==> config.mk <==
export PLATFORM = sky130hd
export DESIGN_NAME = iex_unit
export DESIGN_NICKNAME = d
export VERILOG_FILES = /design/src/rtl/iex_unit.v
export VERILOG_INCLUDE_DIRS = /design/src /design/src/rtl
export SDC_FILE = /design/constraint.sdc
export NUM_CORES = 1
export LEC_CHECK = 0
export BUFFER_PORTS_ARGS = -buffer_cell sky130_fd_sc_hd__clkbuf_2
export CORE_MARGIN = 2
export CORE_UTILIZATION = 59
export CTS_CLUSTER_DIAMETER = 120
export DETAILED_ROUTE_END_ITERATION = 16
export PLACE_DENSITY_LB_ADDON = 0.2
export SETUP_SLACK_MARGIN = 0.02
export SKIP_LAST_GASP = 1
export SLEW_MARGIN = 20
export SYNTH_ARGS = -nofsm -noshare
export SYNTH_HDL_FRONTEND = slang
export SYNTH_SLANG_ARGS = --single-unit
export TNS_END_PERCENT = 10
==> constraint.sdc <==
create_clock -name core_clk -period 8.8 [get_ports core_clk]
set_input_delay 0.88 -clock core_clk [delete_from_list [all_inputs] [get_ports core_clk]]
set_output_delay 0.88 -clock core_clk [all_outputs]
set_load 0.03 [all_outputs]
==> src/rtl/iex_defines.vh <==
// Constants for the instruction exception acceptance unit
`ifndef IEX_DEFINES_VH
`define IEX_DEFINES_VH

// Sequencer states
`define IEX_ST_IDLE 3'h0
`define IEX_ST_PUSH_SW 3'h1
`define IEX_ST_PUSH_PC 3'h2
`define IEX_ST_VEC_RD 3'h3
`define IEX_ST_JUMP 3'h4

// Default vector numbers for the fixed exceptions
`define IEX_VEC_GEN_ILL 8'h04
`define IEX_VEC_SLOT_ILL 8'h06
`define IEX_VEC_ADDR_ERR 8'h09

// Stack word size in bytes, one push
`define IEX_SP_STEP 32'h00000004
// Instruction size in bytes
`define IEX_INSTR_BYTES 32'h00000002
// Vector table entry shift (four bytes each)
`define IEX_VEC_SHIFT 2

// Loop length limits in instructions
`define IEX_SHORT_LOOP_MAX 32'h00000003
// Offsets back from the loop end, in bytes
`define IEX_TAIL3_OFS 32'h00000004
`define IEX_FOURTH_OFS 32'h00000006

// Exception cause codes
`define IEX_CAUSE_NONE 3'h0
`define IEX_CAUSE_TRAP 3'h1
`define IEX_CAUSE_SLOT 3'h2
`define IEX_CAUSE_GEN 3'h3
`define IEX_CAUSE_AE 3'h4
`define IEX_CAUSE_IRQ 3'h5

`endif

==> src/rtl/iex_unit.v <==
// Instruction exception acceptance and stacking sequencer
`timescale 1ns/1ps
//
// Overview of operation
// - Push status word first, then program counter
// - Software trap stacks address after trap
// - Trap vector from instruction, no delayed jump
// - Undefined opcode in slot raises slot exception
// - PC-modifying instruction in slot raises slot exception
// - PC modifiers: delayed, conditional branches, trap
// - Slot exception stacks delayed branch target
// - Slot exception uses own vector, no delay
// - Undefined opcode outside slot: general illegal
// - General illegal handled like slot exception
// - General illegal stacks undefined opcode address
// - Refused events held pending until acceptable
// - Delay slot blocks address errors and interrupts
// - After system register access block interrupts
// - Short repeat loop blocks all events
// - Long loop: first, last three blocked
// - Long loop fourth from end: errors only
// - Zero repeat count lifts loop restrictions
// - Each stacked item is one 32-bit word
// - Stack pointer drops four per push
//
`include "iex_defines.vh"

module iex_unit (
  input wire core_clk,
  input wire nrst,
  input wire ce,
  // Decoder side, one instruction per dec_valid
  input wire dec_valid,
  input wire [31:0] dec_addr,
  input wire [31:0] dec_next_addr,
  input wire dec_undefined,
  input wire dec_delayed_branch,
  input wire dec_cond_branch,
  input wire dec_trap,
  input wire [7:0] dec_trap_vec,
  input wire dec_sysreg_access,
  input wire [31:0] dec_branch_target,
  // Core state
  input wire [31:0] status_word,
  input wire [31:0] stack_pointer,
  input wire [31:0] vector_base,
  input wire [11:0] repeat_count,
  input wire [31:0] repeat_start,
  input wire [31:0] repeat_end,
  // Event requests, one-cycle pulses
  input wire addr_err_req,
  input wire irq_req,
  input wire [7:0] irq_vec,
  // Memory port for stacking and vector fetch
  output reg mem_req,
  output reg mem_we,
  output reg [31:0] mem_addr,
  output reg [31:0] mem_wdata,
  input wire mem_ack,
  input wire [31:0] mem_rdata,
  // Results to the core
  output wire stall,
  output reg exc_start,
  output reg [2:0] exc_cause,
  output reg jump_valid,
  output reg [31:0] jump_addr,
  output reg [31:0] stack_pointer_new,
  output reg addr_err_pending,
  output reg irq_pending
);

  ////////////////////////////////////////////////////////////////////
  // Declarations
  reg [2:0] state_r; // Sequencer state
  reg [2:0] state_nxt;
  reg [2:0] cause_r; // Cause being handled
  reg [7:0] vec_r; // Vector number being handled
  reg [31:0] ret_r; // Return address to stack
  reg [31:0] sw_r; // Status word snapshot
  reg [31:0] sp_r; // Working stack pointer
  reg in_slot_r; // Next decode is a delay slot
  reg [31:0] slot_target_r; // Target of the pending delayed branch
  reg after_sys_r; // Previous decode touched system registers
  reg ae_pend_r; // Held address error
  reg irq_pend_r; // Held interrupt
  reg [7:0] irq_vec_r; // Vector of the held interrupt
  wire rc_active; // Repeat count nonzero
  wire in_loop; // Decoded address inside the loop body
  wire [31:0] loop_len; // Loop length in instructions
  wire short_loop; // Loop of one to three instructions
  wire loop_block_all; // Loop position refusing everything
  wire loop_ae_only; // Loop position taking errors only
  wire pc_modifier; // Instruction rewrites the program counter
  wire ae_ok; // Address error may be taken here
  wire irq_ok; // Interrupt may be taken here
  wire ae_now; // Address error seen this cycle
  wire irq_now; // Interrupt seen this cycle
  reg [2:0] new_cause; // Cause chosen at this decode
  reg [7:0] new_vec;
  reg [31:0] new_ret;
  wire idle;

  assign idle = (state_r == `IEX_ST_IDLE);
  assign stall = !idle; // Core holds while the sequence runs
  // Held or fresh event consumed at this decode
  wire ae_take = idle && dec_valid && (new_cause == `IEX_CAUSE_AE);
  wire irq_take = idle && dec_valid && (new_cause == `IEX_CAUSE_IRQ);

  ////////////////////////////////////////////////////////////////////
  // Classification of the decoded instruction

  // Delayed branches, conditional branches and the trap
  assign pc_modifier = dec_delayed_branch | dec_cond_branch | dec_trap;

  // Repeat loop geometry
  assign rc_active = (repeat_count != 12'h000);
  assign in_loop = rc_active && (dec_addr >= repeat_start) && (dec_addr <= repeat_end);
  assign loop_len = ((repeat_end - repeat_start) >> 1) + 32'h00000001;
  assign short_loop = (loop_len <= `IEX_SHORT_LOOP_MAX);
  // Short loop refuses everything; long loop refuses first and last three
  assign loop_block_all = in_loop && (short_loop
    || (dec_addr == repeat_start)
    || (dec_addr >= repeat_end - `IEX_TAIL3_OFS));
  // Fourth from the end admits address errors only
  assign loop_ae_only = in_loop && !short_loop
    && (dec_addr == repeat_end - `IEX_FOURTH_OFS);

  // Acceptance windows at this decode
  assign ae_ok = !in_slot_r && !loop_block_all;
  assign irq_ok = !in_slot_r && !after_sys_r
    && !loop_block_all && !loop_ae_only;

  // Held or fresh events
  assign ae_now = ae_pend_r | addr_err_req;
  assign irq_now = irq_pend_r | irq_req;

  ////////////////////////////////////////////////////////////////////
  // Cause selection at decode time
  always @*
  begin
    new_cause = `IEX_CAUSE_NONE;
    new_vec = 8'h00;
    new_ret = dec_addr;
    if (in_slot_r && (dec_undefined || pc_modifier))
    begin
      // Bad slot content: return to delayed branch target
      new_cause = `IEX_CAUSE_SLOT;
      new_vec = `IEX_VEC_SLOT_ILL;
      new_ret = slot_target_r;
    end
    else if (dec_undefined && !in_slot_r)
    begin
      // Undefined opcode elsewhere: return to itself
      new_cause = `IEX_CAUSE_GEN;
      new_vec = `IEX_VEC_GEN_ILL;
      new_ret = dec_addr;
    end
    else if (ae_now && ae_ok)
    begin
      // Address error taken before this instruction
      new_cause = `IEX_CAUSE_AE;
      new_vec = `IEX_VEC_ADDR_ERR;
      new_ret = dec_addr;
    end
    else if (irq_now && irq_ok)
    begin
      // Interrupt taken before this instruction
      new_cause = `IEX_CAUSE_IRQ;
      new_vec = irq_pend_r ? irq_vec_r : irq_vec;
      new_ret = dec_addr;
    end
    else if (dec_trap && !in_slot_r)
    begin
      // Trap: vector from the instruction, return after it
      new_cause = `IEX_CAUSE_TRAP;
      new_vec = dec_trap_vec;
      new_ret = dec_next_addr;
    end
  end

  ////////////////////////////////////////////////////////////////////
  // Sequencer next state
  always @*
  begin
    state_nxt = state_r;
    case (state_r)
      `IEX_ST_IDLE:
      begin
        // Start when a cause is chosen at a decode
        if (dec_valid && (new_cause != `IEX_CAUSE_NONE))
          state_nxt = `IEX_ST_PUSH_SW;
      end
      `IEX_ST_PUSH_SW:
      begin
        // Status word goes first
        if (mem_ack)
          state_nxt = `IEX_ST_PUSH_PC;
      end
      `IEX_ST_PUSH_PC:
      begin
        // Then the return address
        if (mem_ack)
          state_nxt = `IEX_ST_VEC_RD;
      end
      `IEX_ST_VEC_RD:
      begin
        // Fetch handler address from the table
        if (mem_ack)
          state_nxt = `IEX_ST_JUMP;
      end
      `IEX_ST_JUMP:
        state_nxt = `IEX_ST_IDLE;
      default:
        state_nxt = `IEX_ST_IDLE;
    endcase
  end

  ////////////////////////////////////////////////////////////////////
  // Sequencer registers and memory port
  always @(posedge core_clk)
  begin
    if (!nrst)
    begin
      state_r <= `IEX_ST_IDLE;
      cause_r <= `IEX_CAUSE_NONE;
      vec_r <= 8'h00;
      ret_r <= 32'h00000000;
      sw_r <= 32'h00000000;
      sp_r <= 32'h00000000;
      mem_req <= 1'b0;
      mem_we <= 1'b0;
      mem_addr <= 32'h00000000;
      mem_wdata <= 32'h00000000;
      exc_start <= 1'b0;
      exc_cause <= `IEX_CAUSE_NONE;
      jump_valid <= 1'b0;
      jump_addr <= 32'h00000000;
      stack_pointer_new <= 32'h00000000;
    end
    else if (ce)
    begin
      state_r <= state_nxt;
      exc_start <= 1'b0;
      jump_valid <= 1'b0;
      case (state_r)
        `IEX_ST_IDLE:
        begin
          if (state_nxt == `IEX_ST_PUSH_SW)
          begin
            // Snapshot and issue the first push
            cause_r <= new_cause;
            vec_r <= new_vec;
            ret_r <= new_ret;
            sw_r <= status_word;
            sp_r <= stack_pointer - `IEX_SP_STEP;
            mem_req <= 1'b1;
            mem_we <= 1'b1;
            mem_addr <= stack_pointer - `IEX_SP_STEP;
            mem_wdata <= status_word;
            exc_start <= 1'b1;
            exc_cause <= new_cause;
          end
        end
        `IEX_ST_PUSH_SW:
        begin
          if (mem_ack)
          begin
            // Second push, one more word down
            sp_r <= sp_r - `IEX_SP_STEP;
            mem_addr <= sp_r - `IEX_SP_STEP;
            mem_wdata <= ret_r;
          end
        end
        `IEX_ST_PUSH_PC:
        begin
          if (mem_ack)
          begin
            // Read the vector table entry
            mem_we <= 1'b0;
            mem_wdata <= 32'h00000000;
            mem_addr <= vector_base + ({24'h000000, vec_r} << `IEX_VEC_SHIFT);
          end
        end
        `IEX_ST_VEC_RD:
        begin
          if (mem_ack)
          begin
            // Direct jump, no delay slot follows
            mem_req <= 1'b0;
            jump_addr <= mem_rdata;
            stack_pointer_new <= sp_r;
          end
        end
        `IEX_ST_JUMP:
          jump_valid <= 1'b1;
        default:
          mem_req <= 1'b0;
      endcase
    end
  end

  ////////////////////////////////////////////////////////////////////
  // Decode history: delay slot and system register tracking
  always @(posedge core_clk)
  begin
    if (!nrst)
    begin
      in_slot_r <= 1'b0;
      slot_target_r <= 32'h00000000;
      after_sys_r <= 1'b0;
    end
    else if (ce)
    begin
      if (state_r == `IEX_ST_JUMP)
      begin
        // Handler entry clears the history before the next decode
        in_slot_r <= 1'b0;
        after_sys_r <= 1'b0;
      end
      else if (dec_valid && idle && (new_cause == `IEX_CAUSE_NONE))
      begin
        // Branch and slot stay together
        in_slot_r <= dec_delayed_branch && !in_slot_r;
        if (dec_delayed_branch)
          slot_target_r <= dec_branch_target;
        after_sys_r <= dec_sysreg_access;
      end
    end
  end

  ////////////////////////////////////////////////////////////////////
  // Pending events: a new request wins over the acceptance clear
  always @(posedge core_clk)
  begin
    if (!nrst)
    begin
      ae_pend_r <= 1'b0;
      irq_pend_r <= 1'b0;
      irq_vec_r <= 8'h00;
    end
    else if (ce)
    begin
      // A fresh request taken at once is not held a second time
      if (addr_err_req && !(ae_take && !ae_pend_r))
        ae_pend_r <= 1'b1;
      else if (ae_take)
        ae_pend_r <= 1'b0;
      if (irq_req && !(irq_take && !irq_pend_r))
      begin
        irq_pend_r <= 1'b1;
        irq_vec_r <= irq_vec;
      end
      else if (irq_take)
        irq_pend_r <= 1'b0;
    end
  end

  // Held flags shown to the core
  always @*
  begin
    addr_err_pending = ae_pend_r;
    irq_pending = irq_pend_r;
  end

endmodule // iex_unit

# Word-level counts from Yosys, hierarchy flattened
# Cells that the tools add are included.
# op_classes
addsub	7
mul	0
div	0
magnitude_cmp	4
eq_ne	13
shifts	0
mux	45
bitwise_logic	6
reduce_logical	59
# op_table
cell	count
$mux 32	11
$pmux 32 s3	2
$sub 32x3->32 const B	4
$eq 32x32->1	2
$ge 32x32->1	2
$pmux 32 s2	1
$mux 8	6
$add 31x1->32 const B	1
$add 32x10->32	1
$le 32x2->1 const B	1
$le 32x32->1	1
$sub 32x32->32	1
$logic_and 1x1->1	24
$mux 3	8
$reduce_and 4->1	4
$mux 1	14
$pmux 3 s4	1
$reduce_bool 12->1	1
$logic_not 1->1	10
$reduce_bool 2->1	5
$eq 3x3->1 const B	3
$reduce_and 2->1	4
$eq 3x1->1 const B	2
$eq 3x2->1 const B	2
12 further kinds	23
# word_totals
ff_bits	254
latch_bits	0
mem_bits_rw	0
rom_bits	0
in_bits	328
output_inout_bits	138
word_cells	153
n_memories	0

# Longest topological paths before layout
# Gate-level depths: netlist of run 1.
# logic_depth
word_depth	21
ltp_mapped	26
ltp_nobuf	23

# Worst setup path before layout of run 1
# OpenSTA, ideal clock, no wires.
# synth_timing
path_type	input-to-reg
start	input repeat_end[3]
end	register mem_addr[25]
setup_time_ps	81
t_arrival_ps	5194
required_ps	8719
setup_slack_ps	3525
cell_stages	26
n_path_buf	3
cell_sequence	clkbuf_2 inv_1 ha_1 and3_1 nand2_1 nor3_1 nand3_1 nor4_1 nand2_1 xnor2_1 ha_1 a21o_1 a21oi_1 nor2b_1 o21ai_0 nand2b_1 a211oi_1 o21ai_0 a21oi_1 o22ai_1 a311oi_1 a211o_1 buf_2 buf_1 nor2_1 a211oi_2
# synth_via
elab_chain_cells	21
# synth_rtl
element	line	source
from (decl)	iex_unit.v:49	input wire [31:0] repeat_end,
$sub 32x32->32	iex_unit.v:118	assign loop_len = ((repeat_end - repeat_start) >> 1) + 32'h00000001;
$add 31x1->32	iex_unit.v:118	
$le 32x2->1 (no line)	-	
$logic_or 1x1->1	iex_unit.v:122	|| (dec_addr == repeat_start)
$logic_or 1x1->1	iex_unit.v:121	assign loop_block_all = in_loop && (short_loop
$logic_and 1x1->1	iex_unit.v:121	
$logic_not 1->1	iex_unit.v:129, iex_unit.v:131	
$logic_and 1x1->1 (2 in series)	iex_unit.v:131	&& !loop_block_all && !loop_ae_only;
[... 4 more ...]	-	
$mux 3 *	iex_unit.v:144	if (in_slot_r && (dec_undefined || pc_modifier))
$reduce_bool 3->1 (no line) *	-	
$logic_and 1x1->1 *	iex_unit.v:190	if (dec_valid && (new_cause != `IEX_CAUSE_NONE))
$mux 3 *	iex_unit.v:190	
$pmux 3 s4 *	iex_unit.v:186	case (state_r)
$eq 3x1->1 (no line) *	-	
$ne 2x1->1 (no line) *	-	
$reduce_and 5->1 (no line) *	-	
to (signal assigned)	iex_unit.v:258	mem_addr <= stack_pointer - `IEX_SP_STEP;
to (signal assigned)	iex_unit.v:270	mem_addr <= sp_r - `IEX_SP_STEP;
to (signal assigned)	iex_unit.v:281	mem_addr <= vector_base + ({24'h000000, vec_r} << `IEX_VEC_SHIFT);
to (decl)	iex_unit.v:57	output reg [31:0] mem_addr,
# Every way passes the cells marked *; elsewhere a longest branch is shown, timed or not.
# A chain may end at the register's enable or synchronous reset.

# Worst setup path in the final report of run 1
# layout_timing
start	input repeat_end[6]
end	register mem_wdata[8]
# layout_via
elab_chain_cells	21
# layout_rtl
element	line	source
$sub 32x32->32	iex_unit.v:118	
$add 31x1->32	iex_unit.v:118	
$le 32x2->1 (no line)	-	
$logic_or 1x1->1	iex_unit.v:122	
$logic_or 1x1->1	iex_unit.v:121	
$logic_and 1x1->1	iex_unit.v:121	
$logic_not 1->1	iex_unit.v:129, iex_unit.v:131	
$logic_and 1x1->1 (2 in series)	iex_unit.v:131	
[... 4 more ...]	-	
$mux 3 *	iex_unit.v:144	
$reduce_bool 3->1 (no line) *	-	
$logic_and 1x1->1 *	iex_unit.v:190	
$mux 3 *	iex_unit.v:190	
$pmux 3 s4 *	iex_unit.v:186	
$eq 3x1->1 (no line) *	-	
$ne 2x1->1 (no line) *	-	
$reduce_and 5->1 (no line) *	-	
to (signal assigned)	iex_unit.v:259	mem_wdata <= status_word;
to (signal assigned)	iex_unit.v:271	mem_wdata <= ret_r;
to (decl)	iex_unit.v:58	output reg [31:0] mem_wdata,
# Marked as above.

==> impl_metrics.json, run 1 <==
{
  "status": "complete, no violations",
  "clock_path_buffers": 3,
  "rr_startpoint": "sp_r[4]",
  "dp_hpwl_um": 54000,
  "reg2reg_depth": 13,
  "leakage_nw": 10.1,
  "synthTopCellsByArea": "dfxtp_1 27%, ha_1 9.0%, nand2_1 5.9%",
  "holdCritStartpoint": "stack_pointer_new[20]",
  "fin_ws_ns": 2.03,
  "powerDensity_mw_per_mm2": 169,
  "hold_depth": 2,
  "drcViolationCount": 0,
  "synth_most_common_cell": "nand2_1",
  "insertion_delay_ns": 0.56,
  "r2r_slack_ns": 4.44,
  "port_buffers": 465,
  "crit_path_cell_trace": "clkbuf_2, nor4_2, nand3_1, nor4_1, nand2_1, xnor2_1, ha_1, a21o_1, a21oi_1, nor2b_1, o21ai_0, nand2b_1, a211oi_1, o21ai_0, a21oi_1, o22ai_1, a311oi_1, a211o_4, buf_4, nor2_1, a211oi_1",
  "ys_warn_count": 0,
  "end_kind": "flip-flop",
  "htreeDepth": 1,
  "ys.flop_type": "dfxtp_1",
  "setup-tns-final_ns": 0,
  "vias_per_cell": 6.34,
  "cpPeakStageDelay_ns": 0.82,
  "fin_skew_ns": 0.0288,
  "crit_required_ns": 9.25,
  "hold_end": "stack_pointer_new[20]",
  "power.share.clock_pct": 32.3,
  "cts_tree": "yes",
  "rows": 65,
  "die-height_um": 183,
  "coreArea_mm2": 0.0316,
  "synthArstFlopShare_pct": 0,
  "dieWidth_um": 183,
  "hold_class": "reg2reg",
  "nets": 3262,
  "maxCapViolCount": 0,
  "dr.pass1.iters": 8,
  "max-vdd-ir-drop_uv": 155,
  "p_comb_share_pct": 32.7,
  "postCtsResizedCells": 0,
  "period_share_pct": 77.0,
  "yosysUniqueCellTypes": 86,
  "final_max_slew_viol_count": 0,
  "period_needed_ns": 6.77,
  "finalSetupViolCount": 0,
  "antenna_found_initial": 1,
  "grt_overflow": 0,
  "switchingPower_mw": 1.35,
  "hold_ws_ns": 0.451,
  "num-fill-cells": 2593,
  "hold_viol": 0,
  "yosysTopAreaCell": "dfxtp_1",
  "synth-edff-count": 0,
  "slew-limit-headroom_pct": 24.3,
  "syn_avg_cell_area_um2": 7.80,
  "worst_pin_slew_ns": 1.14,
  "worst_path_max_delay_cell": "a311oi_1",
  "routabilityCongestion": 1.02,
  "syn-num-nets": 2900,
  "synth_top_cell_area_share_pct": 26.8,
  "grt_max_degree": 90,
  "intPower_mw": 2.42,
  "final_core_util_pct": 70.4,
  "start_kind": "primary input",
  "ys_ff_latch": 254,
  "synth_commonest_cells": "296 x nand2_1, 254 x dfxtp_1, 234 x nor2_1",
  "cts_sinks": 254,
  "num_io_pins": 466,
  "cts_hold_buffers": 0,
  "drt-initial-drc-count": 1963,
  "synth.yosys.seq_area_share_pct": 26.8,
  "wire_per_inst_um": 21.5,
  "cp_top_family": "compound AO/OA/AOI/OAI gates",
  "die_area_mm2": 0.0336,
  "critPathBufInv": 2,
  "path_max_fanout": 55,
  "cts_buffers": 28,
  "synthToLayoutAreaGrowth_pct": 17.2,
  "cts-root-buf": "clkbuf_16",
  "synth_area_mm2": 0.0190,
  "final_layout_size_suffix_gt1_share_pct": 21.3,
  "grt_first_pass_wirelength_um": 106000,
  "fmax_ghz": 0.148,
  "timing.rr.end": "mem_addr[31]",
  "swShare_pct": 35.9,
  "dp_worst_setup_slack_ns": 1.77,
  "wl_um": 69100,
  "postCtsSetupBuffers": 0,
  "vias": 20400,
  "grt_pass1_vias": 19600,
  "grt_use_total_pct": 39.5,
  "clkTransAtPathRegs_ns": 0.06,
  "ant_nets": 0,
  "initial_core_util_pct": 60.0,
  "sequentialPowerShare_pct": 34.9,
  "synth_cells": 2433,
  "rsz0062_at_grt": "false",
  "crit_type": "in2reg",
  "critPathArrivalTime_ns": 7.22
}
## power by group through the flow
stage / logic, mW / clock network [mW] / registers (mW)
final: 1.23 / 1.22 / 1.32
after global routing: 1.33 / 1.26 / 1.32
after CTS: 1.21 / 1.22 / 1.31
after detailed placement: 1.20 / 0 / 1.34
after global placement: 1.17 / 0 / 1.33
after floorplan: 0.745 / 0 / 1.41
## how the worst max path moves through the flow
stage                  startpoint             to  slack [ns]  depth (start not counted)
detailed placement  repeat_end[6]   mem_wdata[3]        1.77                         21
floorplan           repeat_end[3]   mem_addr[25]        3.52                         26
finish              repeat_end[6]   mem_wdata[8]        2.03                         21
global route        repeat_end[6]   mem_wdata[2]        1.45                         21
global placement    repeat_end[6]  mem_wdata[26]        2.02                         21
CTS                 repeat_end[6]   mem_wdata[8]        2.20                         21
## cells in the final DEF (no fill, tap or decap), types with 15 or more instances in the layout
| master | instances |
|---|---|
| or3_1 | 19 |
| xnor2_1 | 106 |
| and3_1 | 25 |
| nand3_1 | 38 |
| mux2i_1 | 98 |
| nand2_1 | 296 |
| o21ai_1 | 15 |
| xor2_1 | 67 |
| a21o_1 | 41 |
| inv_1 | 88 |
| o21ai_0 | 110 |
| o22ai_1 | 16 |
| a211oi_1 | 43 |
| nand2b_1 | 18 |
| a32oi_1 | 33 |
| nand4_1 | 48 |
| dfxtp_1 | 254 |
| a22oi_1 | 37 |
| o21a_1 | 21 |
| ha_1 | 137 |
| a211oi_2 | 28 |
| nor2_1 | 232 |
| nor3_1 | 75 |
| buf_4 | 16 |
| a21oi_1 | 182 |
| clkbuf_2 | 464 |
| nor4_1 | 34 |
| clkbuf_16 | 28 |
## routing by layer
layer	up-vias	global-route usage, %	part of all wire [%]
met1	9489	46.9	39
met5	-	0	0
met3	259	6.61	8.1
met4	0	22.5	6.4
met2	1075	67.4	47
li1	9553	-	-
## worst register-to-register path, delay by kind of cell, from the launching register on
kind / cells / cell delay [ns]
compound gates: 2 / 0.60
xor+xnor: 1 / 0.10
flops: 1 / 0.37
simple gates: 10 / 3.14
## cell type report
| class | instances | area [um^2] | share of cell area [%] |
|---|---|---|---|
| Sequential cell | 254 | 5080 | 22.8 |
| Clock buffer | 40 | 796 | 3.58 |
| Antenna cell | 1 | 2.50 | 0.0112 |
| Tap cell | 402 | 503 | 2.26 |
| Multi-Input combinational cell | 1939 | 12900 | 58.0 |
| Inverter | 90 | 343 | 1.54 |
| Clock inverter | 8 | 155 | 0.697 |
| Timing Repair Buffer | 482 | 2450 | 11.0 |
## sequential cells by signal, summed over array words and instances, names as in the netlist
| name | count |
|---|---|
| mem_req | 1 |
| sp_r | 32 |
| mem_addr | 32 |
| exc_cause | 3 |
| addr_err_pending | 1 |
| mem_we | 1 |
| jump_valid | 1 |
| state_r | 3 |
| exc_start | 1 |
| after_sys_r | 1 |
| jump_addr | 32 |
| irq_vec_r | 8 |
| in_slot_r | 1 |
| stack_pointer_new | 32 |
| vec_r | 8 |
| mem_wdata | 32 |
| slot_target_r | 32 |
| irq_pending | 1 |
| ret_r | 32 |
## stage by stage
| step | cell area, um^2 | std cells | power, mW |
|---|---|---|---|
| after detailed placement | 21300 | 3166 | 2.53 |
| after CTS | 22200 | 3214 | 3.74 |
| after floorplan | 19000 | 2433 | 2.15 |
| after global placement | 21300 | 3166 | 2.51 |
| after global routing | 22300 | 3216 | 3.91 |
| final | 22300 | 3216 | 3.77 |
## cells by family (layout without fill, tap and decap cells)
| family | after synthesis | count (layout) | synth area share, % |
|---|---|---|---|
| AOI/OAI and AO/OA | 656 | 656 | 23.5 |
| muxes | 103 | 103 | 5.48 |
| other | 0 | 1 | 0 |
| xor gates and xnor gates | 173 | 173 | 7.98 |
| DFF | 254 | 254 | 26.8 |
| and+or+nand+nor | 868 | 868 | 21.5 |
| buffers and inverters | 240 | 620 | 5.46 |
| adders and majority gates | 139 | 139 | 9.24 |
No activity file was read; power rests on OpenSTA's default activity.
==> inputs of run 2 (changes only) <==
- ABC_AREA: unset -> 1
- CORE_UTILIZATION: 59 -> 57
- clock period: 8.8 -> 6.69 ns (I/O delays scaled with it)
==> run 2 against run 1 <==
  * Sequential share of layout area down 2.5 points
  * Worst hold slack worse by 0.069 ns
  * Register-to-register slack got worse by 1.8 ns
  * Critical path depth rose by 4
  * Setup slack got worse by 0.72 ns
  * Non-clock buffer count down 3
  * First-iteration DRC count rose by 23%
  * Die area is 17% higher
  * Clock power is 20% higher
  * Via count rose by 24%
  * Routed wire length grew 21%
==> impl_metrics.json, run 2 <==
{
  "synth_top_cell_area_share_pct": 23.6,
  "ys.flop_type": "dfxtp_1",
  "synth-edff-count": 0,
  "grt_first_pass_wirelength_um": 125000,
  "final_max_slew_viol_count": 0,
  "cts_hold_buffers": 0,
  "initial_core_util_pct": 57.5,
  "yosysTopAreaCell": "dfxtp_1",
  "end_kind": "flip-flop",
  "drt-initial-drc-count": 2423,
  "synth_area_mm2": 0.0215,
  "crit_required_ns": 7.13,
  "setup-tns-final_ns": 0,
  "clock_path_buffers": 3,
  "crit_type": "in2reg",
  "syn_avg_cell_area_um2": 5.99,
  "synth_cells": 3594,
  "dieWidth_um": 198,
  "port_buffers": 465,
  "powerDensity_mw_per_mm2": 193,
  "holdCritStartpoint": "mem_rdata[5]",
  "leakage_nw": 13.0,
  "maxCapViolCount": 0,
  "cp_common_cell": "nand2_1",
  "dp_worst_setup_slack_ns": 0.972,
  "worst_path_max_delay_cell": "nor3_1",
  "max-vdd-ir-drop_uv": 238,
  "register_area_mm2": 0.00508,
  "critPathArrivalTime_ns": 5.83,
  "critPathBufInv": 4,
  "vias": 25200,
  "syn-num-nets": 4061,
  "rr_startpoint": "vec_r[0]",
  "cts_sinks": 254,
  "multi_input_comb_area_mm2": 0.0140,
  "timing.rr.end": "mem_addr[24]",
  "grt_max_degree": 109,
  "hold_depth": 3,
  "wl_um": 83500,
  "die-height_um": 198,
  "cpPeakStageDelay_ns": 0.68,
  "dp_hpwl_um": 65300,
  "period_share_pct": 80.5,
  "ys_ff_latch": 254,
  "num_io_pins": 466,
  "ys_warn_count": 0,
  "grt_overflow": 0,
  "place_area_mm2": 0.0241,
  "drcViolationCount": 0,
  "cts_buffers": 27,
  "final_area_mm2": 0.0250,
  "vias_per_cell": 5.57,
  "dr.pass1.iters": 7,
  "final_common_cell": "nand2_1",
  "mostFrequentLayoutCells": "882 x nand2_1, 501 x inv_1, 466 x nor2_1",
  "antenna_found_initial": 18,
  "cts-root-buf": "clkbuf_16",
  "routabilityCongestion": 1.10,
  "status": "complete, no violations",
  "slew-limit-headroom_pct": 24.5,
  "grt_use_total_pct": 40.9,
  "yosysUniqueCellTypes": 50,
  "fin_skew_ns": 0.00881,
  "rows": 71,
  "num-fill-cells": 3620,
  "hold_viol": 0,
  "critPathLaunch": "repeat_end[4]",
  "hold_ws_ns": 0.382,
  "synthTopCellsByArea": "dfxtp_1 24%, nand2_1 15%, inv_1 8.8%",
  "synth_most_common_cell": "nand2_1",
  "intPower_mw": 2.98,
  "start_kind": "primary input",
  "die_area_mm2": 0.0393,
  "synthArstFlopShare_pct": 0,
  "fin_ws_ns": 1.30,
  "path_max_fanout": 38,
  "nets": 4446,
  "cp_top_family": "simple AND/OR/NAND/NOR gates",
  "fmax_ghz": 0.186,
  "period_needed_ns": 5.39,
  "reg2reg_depth": 23,
  "rsz0062_at_grt": "false",
  "coreArea_mm2": 0.0374,
  "clkTransAtPathRegs_ns": 0.06,
  "p_comb_share_pct": 35.1,
  "final_core_util_pct": 66.9,
  "hold_end": "jump_addr[5]",
  "swShare_pct": 38.2,
  "ant_nets": 0,
  "htreeDepth": 1,
  "hold_class": "in2reg",
  "sequentialPowerShare_pct": 34.6,
  "r2r_slack_ns": 2.66,
  "synth.yosys.seq_area_share_pct": 23.6,
  "postCtsSetupBuffers": 0,
  "power.share.clock_pct": 30.3,
  "synth_commonest_cells": "882 x nand2_1, 503 x inv_1, 468 x nor2_1",
  "worst_pin_slew_ns": 1.13,
  "cts_tree": "yes",
  "synthToLayoutAreaGrowth_pct": 16.4,
  "wire_per_inst_um": 18.5,
  "switchingPower_mw": 1.84,
  "insertion_delay_ns": 0.55,
  "postCtsResizedCells": 0,
  "finalSetupViolCount": 0,
  "final_layout_size_suffix_gt1_share_pct": 15.2,
  "grt_pass1_vias": 22500
}
run 2: tightest hold or removal path, stage by stage:
cell and delay, ns:
clkbuf_2 0.07, o21ai_0 0.07, nor2_1 0.07
run 2: per-layer routing:
layer | routed length (um) | up-vias | global-route usage (%)
li1 | - | 12400 | -
met1 | 30800 | 11200 | 47.2
met2 | 37300 | 1342 | 66.0
met3 | 8880 | 316 | 10.0
met4 | 6600 | 2 | 29.9
met5 | 13 | - | 0
run 2: cell families (layout without fill, tap and decap cells):
group / count (synthesis) / after routing / synth area share, %
other cells: 0 / 17 / 0
fa+ha+maj: 139 / 139 / 8.15
flops: 254 / 254 / 23.6
buf+inv: 660 / 1064 / 11.7
simple gates: 1803 / 1803 / 35.9
compound gates: 615 / 615 / 15.6
xor+xnor: 123 / 123 / 5.01
run 2: worst max path at each step:
stage                      endpoint  slack, ns  cells past startpoint
after floorplan           ret_r[10]       2.52                     31
after global placement    ret_r[21]       1.04                     25
after detailed placement  ret_r[23]       0.97                     25
after CTS                 ret_r[12]       1.51                     25
after global routing      ret_r[27]       0.83                     25
final                     ret_r[12]       1.30                     25
run 2: power groups by stage:
stage / Clock [mW] / Combinational (mW) / Sequential [mW]
2_1_floorplan: 0 / 1.02 / 1.79
3_3_place_gp: 0 / 1.64 / 1.70
3_5_place_dp: 0 / 1.65 / 1.70
4_1_cts: 1.48 / 1.65 / 1.67
5_1_grt: 1.53 / 1.86 / 1.68
6_report: 1.46 / 1.69 / 1.67
run 2: per-stage QoR:
step | total power [mW] | instances
2_1_floorplan | 2.82 | 3594
4_1_cts | 4.80 | 4509
6_report | 4.83 | 4526
3_3_place_gp | 3.34 | 4461
5_1_grt | 5.07 | 4523
3_5_place_dp | 3.35 | 4461
run 2: cell type report:
class | instances | share of cell area (%)
timing repair buffer | 479 | 9.79
sequential | 254 | 20.3
inverter | 537 | 8.05
clock inverter | 7 | 0.300
multi-input combinational | 2680 | 55.7
tap | 511 | 2.55
clock buffer | 41 | 3.11
antenna | 17 | 0.170
